## src/hdl/cbc_params.svh

```systemverilog
// Constants for the processor bus control pins, shared by both ends.
// Assumes one 10 MHz system clock; memory and fast clocks are enables.
// How it works
// - Low interrupt input taken only when enabled
// - Access request changes only in clock-low phase
// - Request low when next cycle is external
// - Reset aborts work, disables cache, translation, buffer
// - Fetching restarts from address zero after reset
// - Reset held max of two fast, five bus clocks
// - Idle cycles with rising addresses; wait high
// - Direction high write, low read, changes high phase
// - Test-port reset pulsed low for normal operation
// - Wait low stretches access; changes in low phase
// - Memory cycle flag is inverse of request
// - Strap input tied permanently high
// - All seventeen factory test inputs tied low
// - Test port transfers timed by test clock
// - Every access timed by memory bus clock
// - Latch enable low holds address and direction
`ifndef CBC_PARAMS_SVH
`define CBC_PARAMS_SVH
`define CBC_MCLK_DIV      8'h04
`define CBC_FAST_CORE_CLOCK_DIV      8'h01
`define CBC_RST_FAST_CORE_CLOCK_MIN  8'h02
`define CBC_RST_MCLK_MIN  8'h05
`define CBC_RESET_ADDR    32'h0000_0000
`define CBC_TEST_IN_W     17
`define CBC_TEST_OUT_W    3
`endif

```

## src/hdl/cbc_pkg.sv

```systemverilog
// Types shared by both ends of the processor bus control link.
// Assumes the constants header is included by each design file.
package cbc_pkg;
   typedef enum logic [1:0] {
      CBC_RESET,
      CBC_IDLE,
      CBC_ACCESS
   } cbc_dev_state_e;
   typedef logic [31:0] cbc_addr_t;
endpackage : cbc_pkg

```

## src/hdl/cbc_if.sv

```systemverilog
// Pins between the processor end and the memory controller end.
// Assumes both ends share i_clk; bus clock phase is a shared level.
`timescale 1ns/1ns
`default_nettype none
interface cbc_if;
   logic        mclk_high;
   logic        core_reset_n;
   logic        test_reset_n;
   logic        normal_int_req_n;
   logic        stall_request_n;
   logic        addr_latch_en;
   logic        strap_high_input;
   logic [16:0] factory_test_inputs;
   logic [2:0]  factory_test_outputs;
   logic        ext_access_req_n;
   logic        memory_cycle_flag;
   logic        write_not_read;
   logic [31:0] addr;
   modport dev (input mclk_high, core_reset_n, test_reset_n,
      normal_int_req_n, stall_request_n, addr_latch_en,
      strap_high_input, factory_test_inputs,
      output factory_test_outputs, ext_access_req_n,
      memory_cycle_flag, write_not_read, addr);
   modport mem (output mclk_high, core_reset_n, test_reset_n,
      normal_int_req_n, stall_request_n, addr_latch_en,
      strap_high_input, factory_test_inputs,
      input factory_test_outputs, ext_access_req_n,
      memory_cycle_flag, write_not_read, addr);
endinterface : cbc_if
`default_nettype wire

```

## src/hdl/cbc_device.sv

```systemverilog
// Processor end: drives request, direction, address, test outputs.
// Assumes the memory end supplies bus clock phase and control pins.
`timescale 1ns/1ns
`default_nettype none
`include "cbc_params.svh"
module cbc_device
   import cbc_pkg::*;
(
   input  wire logic        i_clk,
   input  wire logic        i_resetn,
   cbc_if.dev               bus,
   input  wire logic        i_int_enable,
   input  wire logic        i_want_access,
   input  wire logic        i_want_write,
   input  wire logic [31:0] i_access_addr,
   output logic             o_int_taken,
   output logic             o_access_done,
   output logic             o_units_enabled,
   output logic [31:0]      o_fetch_addr
);
   // Timing budget: each bus clock phase lasts CBC_MCLK_DIV clocks.
   // A pin seen through two flops and then the edge detector costs
   // three clocks, so the request and the direction move on the last
   // clock of the phase that they belong to at the default divider.
   // A divider below four would push them into the next phase; a
   // slower one only adds margin.

   // Sequencer state and the registers behind each pin
   cbc_dev_state_e state, next_state;
   logic [1:0]  irq_sync, rst_sync, stall_sync, ph_sync, tst_sync;
   logic        tst_ok, next_tst_ok;
   logic        flag, next_flag;
   logic        ph_prev, next_ph_prev;
   logic        req_n, next_req_n;
   logic        wr, next_wr;
   cbc_addr_t   addr, next_addr;
   cbc_addr_t   lat_addr, next_lat_addr;
   logic        lat_wr, next_lat_wr;
   logic        int_taken, next_int_taken;
   logic        done, next_done;
   logic        units, next_units;
   cbc_addr_t   fetch, next_fetch;
   logic        fall, rise;

   // Two-stage synchronisers on pins from outside. Only the second
   // flop of each pair is read, so a metastable first stage never
   // reaches the sequencer; the price is two clocks of lag
   // on each of these five pins.
   always_ff @(posedge i_clk or negedge i_resetn) begin
      if (!i_resetn) begin
         irq_sync   <= 2'h3;
         rst_sync   <= 2'h0;
         stall_sync <= 2'h3;
         ph_sync    <= 2'h0;
         tst_sync   <= 2'h3;   // Idle high, so reset makes no false pulse
      end else begin
         irq_sync   <= {irq_sync[0], bus.normal_int_req_n};
         rst_sync   <= {rst_sync[0], bus.core_reset_n};
         stall_sync <= {stall_sync[0], bus.stall_request_n};
         ph_sync    <= {ph_sync[0], bus.mclk_high};
         tst_sync   <= {tst_sync[0], bus.test_reset_n};
      end
   end

   // Bus clock edges from the synchronised phase. ph_prev and the
   // synchroniser reset to the same low level, so no false edge
   // follows reset.
   assign fall = ph_prev & ~ph_sync[1];
   assign rise = ~ph_prev & ph_sync[1];

   // Next-state logic for the access sequencer
   always_comb begin
      next_state    = state;
      next_ph_prev  = ph_sync[1];
      next_req_n    = req_n;
      next_wr       = wr;
      next_addr     = addr;
      next_int_taken = 1'b0;
      next_done     = 1'b0;
      next_units    = units;
      next_fetch    = fetch;
      // Test-port reset must be seen low once after system reset
      // before the core may leave its reset state
      next_tst_ok   = tst_ok | ~tst_sync[1];
      // Core reset, or a test port never reset, keeps the core idle
      // with cache, translation and buffer off
      if (!rst_sync[1] || !tst_ok) begin
         next_state = CBC_RESET;
         next_units = 1'b0;
         next_req_n = 1'b1;
         next_fetch = `CBC_RESET_ADDR;
         if (rise)
            next_addr = addr + 32'h4;
      end else begin
         unique case (state)
            // First clock after reset: restart fetching from zero
            // and raise the unit enables
            CBC_RESET: begin
               next_state = CBC_IDLE;
               next_units = 1'b1;
               next_addr  = `CBC_RESET_ADDR;
               next_fetch = `CBC_RESET_ADDR;
               next_wr    = 1'b0;
               if (fall)
                  next_req_n = 1'b0;
            end
            // Request decided at a bus fall, address taken at the
            // following rise
            CBC_IDLE: begin
               if (fall)
                  next_req_n = ~i_want_access;
               if (rise) begin
                  next_wr = i_want_write;
                  if (!req_n) begin
                     next_addr  = i_access_addr;
                     next_state = CBC_ACCESS;
                  end
               end
            end
            CBC_ACCESS: begin
               // Wait low holds the cycle open; the done pulse and
               // the next request share the closing bus fall
               if (fall && stall_sync[1]) begin
                  next_done  = 1'b1;
                  next_fetch = addr;
                  next_req_n = ~i_want_access;
                  next_state = CBC_IDLE;
               end
            end
            default: next_state = CBC_RESET;
         endcase
         // Level interrupt, reported every clock it is low and enabled
         if (!irq_sync[1] && i_int_enable)
            next_int_taken = 1'b1;
      end
      // Cycle flag is registered from the same next value as the
      // request, so the two pins never disagree
      next_flag = ~next_req_n;
   end

   // Transparent output latches, held while latch enable is low.
   // They follow the next values, so the pins move on the same edge
   // as the state behind them.
   always_comb begin
      next_lat_addr = lat_addr;
      next_lat_wr   = lat_wr;
      if (bus.addr_latch_en) begin
         next_lat_addr = next_addr;
         next_lat_wr   = next_wr;
      end
   end

   // Register the sequencer state; every pin output comes from here
   // or from the latch registers below, never from a gate, so the
   // memory end sees clean edges.
   always_ff @(posedge i_clk or negedge i_resetn) begin
      if (!i_resetn) begin
         state     <= CBC_RESET;
         ph_prev   <= 1'b0;
         req_n     <= 1'b1;
         wr        <= 1'b0;
         addr      <= `CBC_RESET_ADDR;
         flag      <= 1'b0;
         tst_ok    <= 1'b0;
         int_taken <= 1'b0;
         done      <= 1'b0;
         units     <= 1'b0;
         fetch     <= `CBC_RESET_ADDR;
      end else begin
         state     <= next_state;
         ph_prev   <= next_ph_prev;
         req_n     <= next_req_n;
         wr        <= next_wr;
         addr      <= next_addr;
         flag      <= next_flag;
         tst_ok    <= next_tst_ok;
         int_taken <= next_int_taken;
         done      <= next_done;
         units     <= next_units;
         fetch     <= next_fetch;
      end
   end

   // Output latch registers, kept apart from the sequencer so the latch
   // group has its own next-value logic and its own register process
   always_ff @(posedge i_clk or negedge i_resetn) begin
      if (!i_resetn) begin
         lat_addr <= `CBC_RESET_ADDR;
         lat_wr   <= 1'b0;
      end else begin
         lat_addr <= next_lat_addr;
         lat_wr   <= next_lat_wr;
      end
   end

   // Pin outputs, all from flip-flops; the test outputs have no test
   // logic behind them and stay low
   assign bus.ext_access_req_n     = req_n;
   assign bus.memory_cycle_flag    = flag;
   assign bus.write_not_read       = lat_wr;
   assign bus.addr                 = lat_addr;
   assign bus.factory_test_outputs = 3'h0;
   // Core-side status outputs
   assign o_int_taken     = int_taken;
   assign o_access_done   = done;
   assign o_units_enabled = units;
   assign o_fetch_addr    = fetch;
endmodule : cbc_device
`default_nettype wire

```

## src/flat_wrapper.sv

```systemverilog
// flat-port wrapper written by rule: the top's interface ports become plain ports
module cbc_device_flat import cbc_pkg::*;
  (i_clk, i_resetn, i_int_enable, i_want_access, i_want_write, i_access_addr, o_int_taken, o_access_done, o_units_enabled, o_fetch_addr, bus_mclk_high, bus_core_reset_n, bus_test_reset_n, bus_normal_int_req_n, bus_stall_request_n, bus_addr_latch_en, bus_strap_high_input, bus_factory_test_inputs, bus_factory_test_outputs, bus_ext_access_req_n, bus_memory_cycle_flag, bus_write_not_read, bus_addr);
  cbc_if bus_i ();
  input  wire logic i_clk;
  input  wire logic i_resetn;
  input  wire logic i_int_enable;
  input  wire logic i_want_access;
  input  wire logic i_want_write;
  input  wire logic [31:0] i_access_addr;
  output logic o_int_taken;
  output logic o_access_done;
  output logic o_units_enabled;
  output logic [31:0] o_fetch_addr;
  input wire logic [$bits(bus_i.mclk_high)-1:0] bus_mclk_high;
  input wire logic [$bits(bus_i.core_reset_n)-1:0] bus_core_reset_n;
  input wire logic [$bits(bus_i.test_reset_n)-1:0] bus_test_reset_n;
  input wire logic [$bits(bus_i.normal_int_req_n)-1:0] bus_normal_int_req_n;
  input wire logic [$bits(bus_i.stall_request_n)-1:0] bus_stall_request_n;
  input wire logic [$bits(bus_i.addr_latch_en)-1:0] bus_addr_latch_en;
  input wire logic [$bits(bus_i.strap_high_input)-1:0] bus_strap_high_input;
  input wire logic [$bits(bus_i.factory_test_inputs)-1:0] bus_factory_test_inputs;
  output wire logic [$bits(bus_i.factory_test_outputs)-1:0] bus_factory_test_outputs;
  output wire logic [$bits(bus_i.ext_access_req_n)-1:0] bus_ext_access_req_n;
  output wire logic [$bits(bus_i.memory_cycle_flag)-1:0] bus_memory_cycle_flag;
  output wire logic [$bits(bus_i.write_not_read)-1:0] bus_write_not_read;
  output wire logic [$bits(bus_i.addr)-1:0] bus_addr;
  assign bus_i.mclk_high = bus_mclk_high;
  assign bus_i.core_reset_n = bus_core_reset_n;
  assign bus_i.test_reset_n = bus_test_reset_n;
  assign bus_i.normal_int_req_n = bus_normal_int_req_n;
  assign bus_i.stall_request_n = bus_stall_request_n;
  assign bus_i.addr_latch_en = bus_addr_latch_en;
  assign bus_i.strap_high_input = bus_strap_high_input;
  assign bus_i.factory_test_inputs = bus_factory_test_inputs;
  assign bus_factory_test_outputs = bus_i.factory_test_outputs;
  assign bus_ext_access_req_n = bus_i.ext_access_req_n;
  assign bus_memory_cycle_flag = bus_i.memory_cycle_flag;
  assign bus_write_not_read = bus_i.write_not_read;
  assign bus_addr = bus_i.addr;
  cbc_device u_core (.i_clk(i_clk), .i_resetn(i_resetn), .bus(bus_i), .i_int_enable(i_int_enable), .i_want_access(i_want_access), .i_want_write(i_want_write), .i_access_addr(i_access_addr), .o_int_taken(o_int_taken), .o_access_done(o_access_done), .o_units_enabled(o_units_enabled), .o_fetch_addr(o_fetch_addr));
endmodule
```

## config.mk

```make
export PLATFORM = sky130hd
export DESIGN_NAME = cbc_device_flat
export DESIGN_NICKNAME = d
export VERILOG_FILES = /design/src/hdl/cbc_pkg.sv /design/src/hdl/cbc_if.sv /design/src/hdl/cbc_device.sv /design/src/flat_wrapper.sv
export VERILOG_INCLUDE_DIRS = /design/src /design/src/hdl
export SDC_FILE = /design/constraint.sdc
export NUM_CORES = 1
export LEC_CHECK = 0
export BUFFER_PORTS_ARGS = -buffer_cell sky130_fd_sc_hd__buf_2
export CAP_MARGIN = 10
export CORE_UTILIZATION = 53
export CTS_BUF_LIST = sky130_fd_sc_hd__clkbuf_4 sky130_fd_sc_hd__clkbuf_8 sky130_fd_sc_hd__clkbuf_16
export CTS_CLUSTER_DIAMETER = 120
export CTS_CLUSTER_SIZE = 24
export DETAILED_ROUTE_END_ITERATION = 10
export PLACE_DENSITY = 0.8
export SLEW_MARGIN = 20
export SYNTH_ARGS = -nofsm -noshare
export SYNTH_HDL_FRONTEND = slang
export SYNTH_SLANG_ARGS = --single-unit
```

## constraint.sdc

```tcl
create_clock -name i_clk -period 2.8 [get_ports i_clk]
set_input_delay 0.7 -clock i_clk [delete_from_list [all_inputs] [get_ports i_clk]]
set_output_delay 0.7 -clock i_clk [all_outputs]
set_load 0.01 [all_outputs]
```

## Word-level counts from Yosys, hierarchy flattened

Index checks and enable logic that the tools add are counted.

| word-level totals | value |
|---|---|
| bits in registers | 117 |
| bits of input ports | 61 |
| output and inout port bits | 73 |
| logic and storage cells | 71 |

| operators by class | value |
|---|---|
| add/subtract/negate cells | 1 |
| eq/ne operators | 5 |
| multiplexer cells | 28 |
| bitwise logic cells | 8 |
| reductions and logical operators | 11 |

Operators by type and width:

| operator | number |
|---|---|
| $mux 32 | 6 |
| $pmux 32 s2 | 2 |
| $add 32x3->32 const B | 1 |
| $mux 1 | 13 |
| $mux 2 | 4 |
| $ne 3x1->1 const B | 2 |
| $pmux 2 s3 | 1 |
| $not 1->1 | 5 |
| $logic_not 1->1 | 3 |
| $ne 3x3->1 const B | 1 |
| $pmux 1 s3 | 1 |
| $reduce_and 3->1 | 1 |
| $reduce_bool 3->1 | 1 |
| $and 1x1->1 | 2 |
| $eq 2x1->1 const B | 1 |
| $eq 2x2->1 const B | 1 |
| $logic_and 1x1->1 | 2 |
| $logic_not 2->1 | 1 |
| $pmux 1 s2 | 1 |
| $reduce_and 2->1 | 1 |
| $reduce_bool 2->1 | 1 |
| $logic_or 1x1->1 | 1 |
| $or 1x1->1 | 1 |

## Longest topological paths before layout

| depth | value |
|---|---|
| word-level depth | 7 |
| mapped depth | 7 |
| depth with buffers taken out | 6 |

## Worst setup path before layout

No wires, ideal clock.

| timing path | value |
|---|---|
| path type | flip-flop to flip-flop |
| from | register u_core.state[1] |
| to | register u_core.lat_addr[22], in the netlist u_core.bus.addr[22] |
| data arrival time | 1.965 ns |
| slack | 0.746 ns |
| cell stages (with the launch flop) | 7 |
| cells stage by stage | dfrtp_1 or4b_1 nor3_1 buf_2 buf_2 nand2_1 a41oi_1 |

| on the way | value |
|---|---|
| word-level cells in the longest chain between the ends | 3 |
| elaborated cells on any way between the ends | 4 |
| classes of those cells | eq/ne: 1; mux: 2; reduce/logical: 1 |

Ends and longest elaborated chain:

| element | line | text |
|---|---|---|
| start: declaration | cbc_device.sv:29 | `cbc_dev_state_e state, next_state;` |
| start signal: assignment | cbc_device.sv:170 | `state <= next_state;` |
| $eq 2x1->1 / $logic_not 2->1 (equally long branches) | cbc_device.sv:95 | `unique case (state)` |
| $pmux 32 s2 (*) | cbc_device.sv:95 |  |
| $mux 32 (*) | cbc_device.sv:87 | `if (!rst_sync[1] \|\| !tst_ok) begin` |
| end signal: assignment | cbc_device.sv:188 | `` lat_addr <= `CBC_RESET_ADDR; `` |
| end signal: assignment | cbc_device.sv:191 | `lat_addr <= next_lat_addr;` |
| end: declaration | cbc_device.sv:37 | `cbc_addr_t lat_addr, next_lat_addr;` |

Mark *: on every way between the ends. The rest lies on a longest branch, timed or not.
A chain may end at the register's enable or synchronous reset.

## Worst setup path in the final report

| timing path | value |
|---|---|
| from | register u_core.addr[2] |
| to | register u_core.lat_addr[28], in the netlist u_core.bus.addr[28] |

| on the way | value |
|---|---|
| word-level cells in the longest chain between the ends | 3 |

Ends and longest elaborated chain:

| element | line | text |
|---|---|---|
| start: declaration | cbc_device.sv:36 | `cbc_addr_t addr, next_addr;` |
| start signal: assignment | cbc_device.sv:162 | `` addr <= `CBC_RESET_ADDR; `` |
| start signal: assignment | cbc_device.sv:174 | `addr <= next_addr;` |
| $add 32x3->32 | cbc_device.sv:93 | `next_addr = addr + 32'h4;` |
| $mux 32 | cbc_device.sv:92 | `if (rise)` |
| $mux 32 | cbc_device.sv:87 |  |

No other way between the ends.

==> results.yml <==
setup_path:
  cp-end-kind: "flip-flop"
  cp-startpoint: "u_core.addr[2]$_DFF_PN0_"
  required_ns: 3.22
  rr_worst_depth: 6
  critPathMaxFanout: 6
  critPathKind: "flip-flop to flip-flop"
  reg2reg_slack_ns: 0.42
  cp-start-kind: "flip-flop"
  regToRegEndpoint: "u_core.bus.addr[28]$_DFFE_PN0P_"
  crit_chain: "ha_1, nand4b_1, nor3_1, a311o_1, o21ai_0, o31ai_1"
  cp.arrival_ns: 2.80
  path_buf_inv: 0
  timing.rr.start: "u_core.addr[2]$_DFF_PN0_"
  max_stage_delay_ns: 0.71
  cp_top_family: "simple AND/OR/NAND/NOR gates"
  cp_num_cells: 6
  slowest_stage: "nor3_1"
  setup.worst_path.end: "u_core.bus.addr[28]$_DFFE_PN0P_"
timing:
  post-route-min-period_ns: 2.375
  finalSetupViolations: 0
  worst_pin_slew_ns: 0.7917
  worst_clock_skew_ns: 0.009084
  rsz0062_at_grt: "no"
  period_share: 0.8484
  fmax_mhz: 421.0
  fin_tns_setup_ns: 0
  drv_slew: 0
  slew_headroom: 0.4682
  hold_viol: 0
grt:
  grt_pass1_wl_mm: 22.38
  grt_pass1_vias: 4393
  grt_max_degree: 59
  grt_antenna_before_repair: 0
  grt.total_usage: 0.2869
  overflow: 0
placement:
  dp_hpwl_mm: 9.216
  io_buffers: 112
  placed_cell_area_um2: 5986
  gp_congestion: 0.8552
logic_synthesis:
  synth_top_family_by_area: "compound AO/OA/AOI/OAI gates"
  synth_compound_area_frac: 0.1758
  yosys.area_share.xor_xnor: 0.003318
  synthMuxAreaShare: 0.05355
  synth_edf_count: 0
  mappedNetlistArea_um2: 5280
  yosysSeqAreaShare: 0.5562
  ys_ff_latch: 117
  synth-simple-area-share: 0.1694
  async_flop_share: 1.000
  synth_warnings: 0
  synth_area_per_cell_um2: 10.93
  ys.flop_type: "dfrtp_1"
  synthCells: 483
  synthAdderAreaFrac: 0.002370
  synth_cell_type_count: 64
clocking:
  path_clk_slew_ns: 0.06
  clock_path_buffers: 2
  cts_resized: 0
  clkSinkCount: 117
  cts_root_buffer: "clkbuf_8"
  post_cts_buffers: 0
  cts_tree: "done"
  htree_levels: 4
  insertion_delay_ns: 0.52
  cts_buffers: 17
  hold_buffers: 0
power_and_ir_drop:
  fin_total_pwr_uw: 4267
  ir_worst_vdd_mv: 0.3752
  power_density_nw_per_um2: 652.6
  p_leak_uw: 0.003216
floorplan:
  start_util: 0.5427
  die_x_um: 101.8
  floorplan.core_area_um2: 9729
  die-area_um2: 10370
  ios: 134
  row_count: 36
  die_h_um: 101.8
cells_and_area:
  drive_gt1_frac: 0.3213
  antenna_cells: 0
  area_growth_pct: 23.84
  final_cell_area_um2: 6539
  nets: 660
route:
  drc: 0
  routed_wirelength_mm: 14.06
  wl_met1_mm: 6.008
  drtAntennaViolNets: 0
  drt_iter0_markers: 313
  highest_layer: "met4"
  drt-vias-per-instance: 6.174
  dr_total_vias: 4587
  wl_per_cell_um: 18.92
  wl_met2_mm: 6.689
  wl_met3_mm: 1.010
  dr.pass1.iters: 6
hold_path:
  hold_path_class: "input port to async pin"
flow_run:
  maxCapViolations: 0
run_status:
  status: "finished clean"
## cells in the final DEF (no fill, tap or decap), drive strengths merged, types with 3 or more instances in the layout
| master | count |
|---|---|
| a211o | 3 |
| a21oi | 11 |
| a221oi | 8 |
| a22o | 35 |
| a22oi | 4 |
| a31oi | 15 |
| a41oi | 4 |
| and2 | 5 |
| and3 | 4 |
| buf | 128 |
| clkbuf | 20 |
| clkinv | 8 |
| conb | 3 |
| dfrtp | 110 |
| dfstp | 7 |
| inv | 6 |
| mux2 | 18 |
| mux2i | 8 |
| nand2 | 52 |
| nand2b | 5 |
| nand3 | 17 |
| nand3b | 3 |
| nand4 | 15 |
| nor2 | 29 |
| nor3 | 7 |
| nor3b | 3 |
| nor4 | 9 |
| o211ai | 3 |
| o21ai | 15 |
| o31ai | 6 |
| or2 | 3 |
| or3 | 7 |
## stage by stage
step           hold WS (ns)  worst slack (ns)  cells  utilization
5_1_grt              0.2409            0.2727    743       0.6721
4_1_cts              0.2264            0.4636    743       0.6721
3_5_place_dp         0.3347            0.5220    712       0.6152
2_1_floorplan        0.3312            0.7464    485            -
3_3_place_gp         0.3324            0.5970    712       0.6152
6_report             0.2103            0.4245    743       0.6721
## routing by layer
metal	vias up	GRT usage
met2	247	0.4517
met3	40	0.06772
met5	-	0
met4	0	0.1231
li1	2043	-
met1	2257	0.3839
## how the worst min path moves through the flow
stage                                      startpoint                             endpoint
after detailed placement  u_core.ph_sync[0]$_DFF_PN0_          u_core.ph_sync[1]$_DFF_PN0_
after CTS                                    i_resetn       u_core.o_access_done$_DFF_PN0_
final                                        i_resetn  u_core.o_fetch_addr[23]$_DFFE_PN0P_
after global routing                         i_resetn       u_core.o_access_done$_DFF_PN0_
after global placement    u_core.ph_sync[0]$_DFF_PN0_          u_core.ph_sync[1]$_DFF_PN0_
after floorplan           u_core.ph_sync[0]$_DFF_PN0_          u_core.ph_sync[1]$_DFF_PN0_
## state kept, by name (all words and copies together), names as in the netlist
register	flops
u_core.stall_sync	2
u_core.bus.ext_access_req_n	1
u_core.tst_sync	2
u_core.wr	1
u_core.o_int_taken	1
u_core.addr	32
u_core.rst_sync	2
u_core.ph_prev	1
u_core.o_access_done	1
u_core.bus.addr	32
u_core.tst_ok	1
u_core.bus.write_not_read	1
u_core.o_units_enabled	1
u_core.bus.memory_cycle_flag	1
u_core.irq_sync	2
u_core.ph_sync	2
u_core.state	2
u_core.o_fetch_addr	32
## logic make-up (layout without fill, tap and decap cells)
| logic type | Yosys count | count (layout) |
|---|---|---|
| muxes | 26 | 26 |
| buffers and inverters | 41 | 166 |
| xor gates and xnor gates | 2 | 2 |
| and+or+nand+nor | 172 | 172 |
| other | 1 | 3 |
| DFF | 117 | 117 |
| adders and majority gates | 1 | 1 |
| AOI/OAI and AO/OA | 123 | 123 |
## area by class of cell
type	instances	area, um2
fillers	752	3191
flip-flops and latches	117	2937
multi-input cells	327	2161
repair buffers	128	695.7
clock buffers	20	442.9
well taps	133	166.4
clock inverters	11	110.1
inverters	7	26.28
## cell usage after synthesis (2+ instances only)
library cell | n | area, um2
a22o_1 | 34 | 297.8
nand2_1 | 52 | 195.2
a21o_1 | 2 | 15.01
dfrtp_1 | 110 | 2753
o32a_1 | 2 | 20.02
or4_1 | 2 | 15.01
clkbuf_1 | 22 | 82.58
mux2_2 | 18 | 202.7
a211o_1 | 3 | 26.28
a41oi_1 | 4 | 35.03
nor3b_1 | 3 | 22.52
a31oi_1 | 15 | 93.84
mux2i_1 | 8 | 80.08
nand3b_1 | 3 | 22.52
nor4_1 | 9 | 56.30
a21oi_1 | 11 | 55.05
nor2b_1 | 2 | 12.51
xnor2_1 | 2 | 17.52
dfstp_2 | 7 | 183.9
buf_6 | 4 | 45.04
nor3_1 | 7 | 35.03
o211a_1 | 2 | 20.02
nand3_1 | 17 | 85.08
o31ai_1 | 6 | 45.04
a22oi_1 | 4 | 30.03
nand4_1 | 14 | 87.58
or2_2 | 3 | 18.77
nand2b_1 | 5 | 31.28
o21ai_0 | 14 | 70.07
and2_1 | 5 | 31.28
or3_1 | 7 | 43.79
nor2_1 | 29 | 108.9
a21boi_0 | 2 | 15.01
buf_2 | 4 | 20.02
buf_4 | 4 | 30.03
or3b_2 | 2 | 17.52
o211ai_1 | 3 | 22.52
and3_1 | 4 | 25.02
a221oi_1 | 8 | 70.07
inv_1 | 6 | 22.52
## power breakdown
group | internal (uW) | switching, uW | leakage, uW
clock network | 1290 | 738 | 0.000277
logic | 150 | 212 | 0.00141
registers | 1780 | 94.3 | 0.00153
## worst register-to-register path, delay by kind of cell (launching register included)
family	cells	cell delay (ns)
adder cells (fa/ha/maj)	1	0.25
flip-flops	1	0.45
AND/OR/NAND/NOR	2	0.92
AO/OA/AOI/OAI	3	0.65
Note: power is estimated with default switching activity, not from simulation.
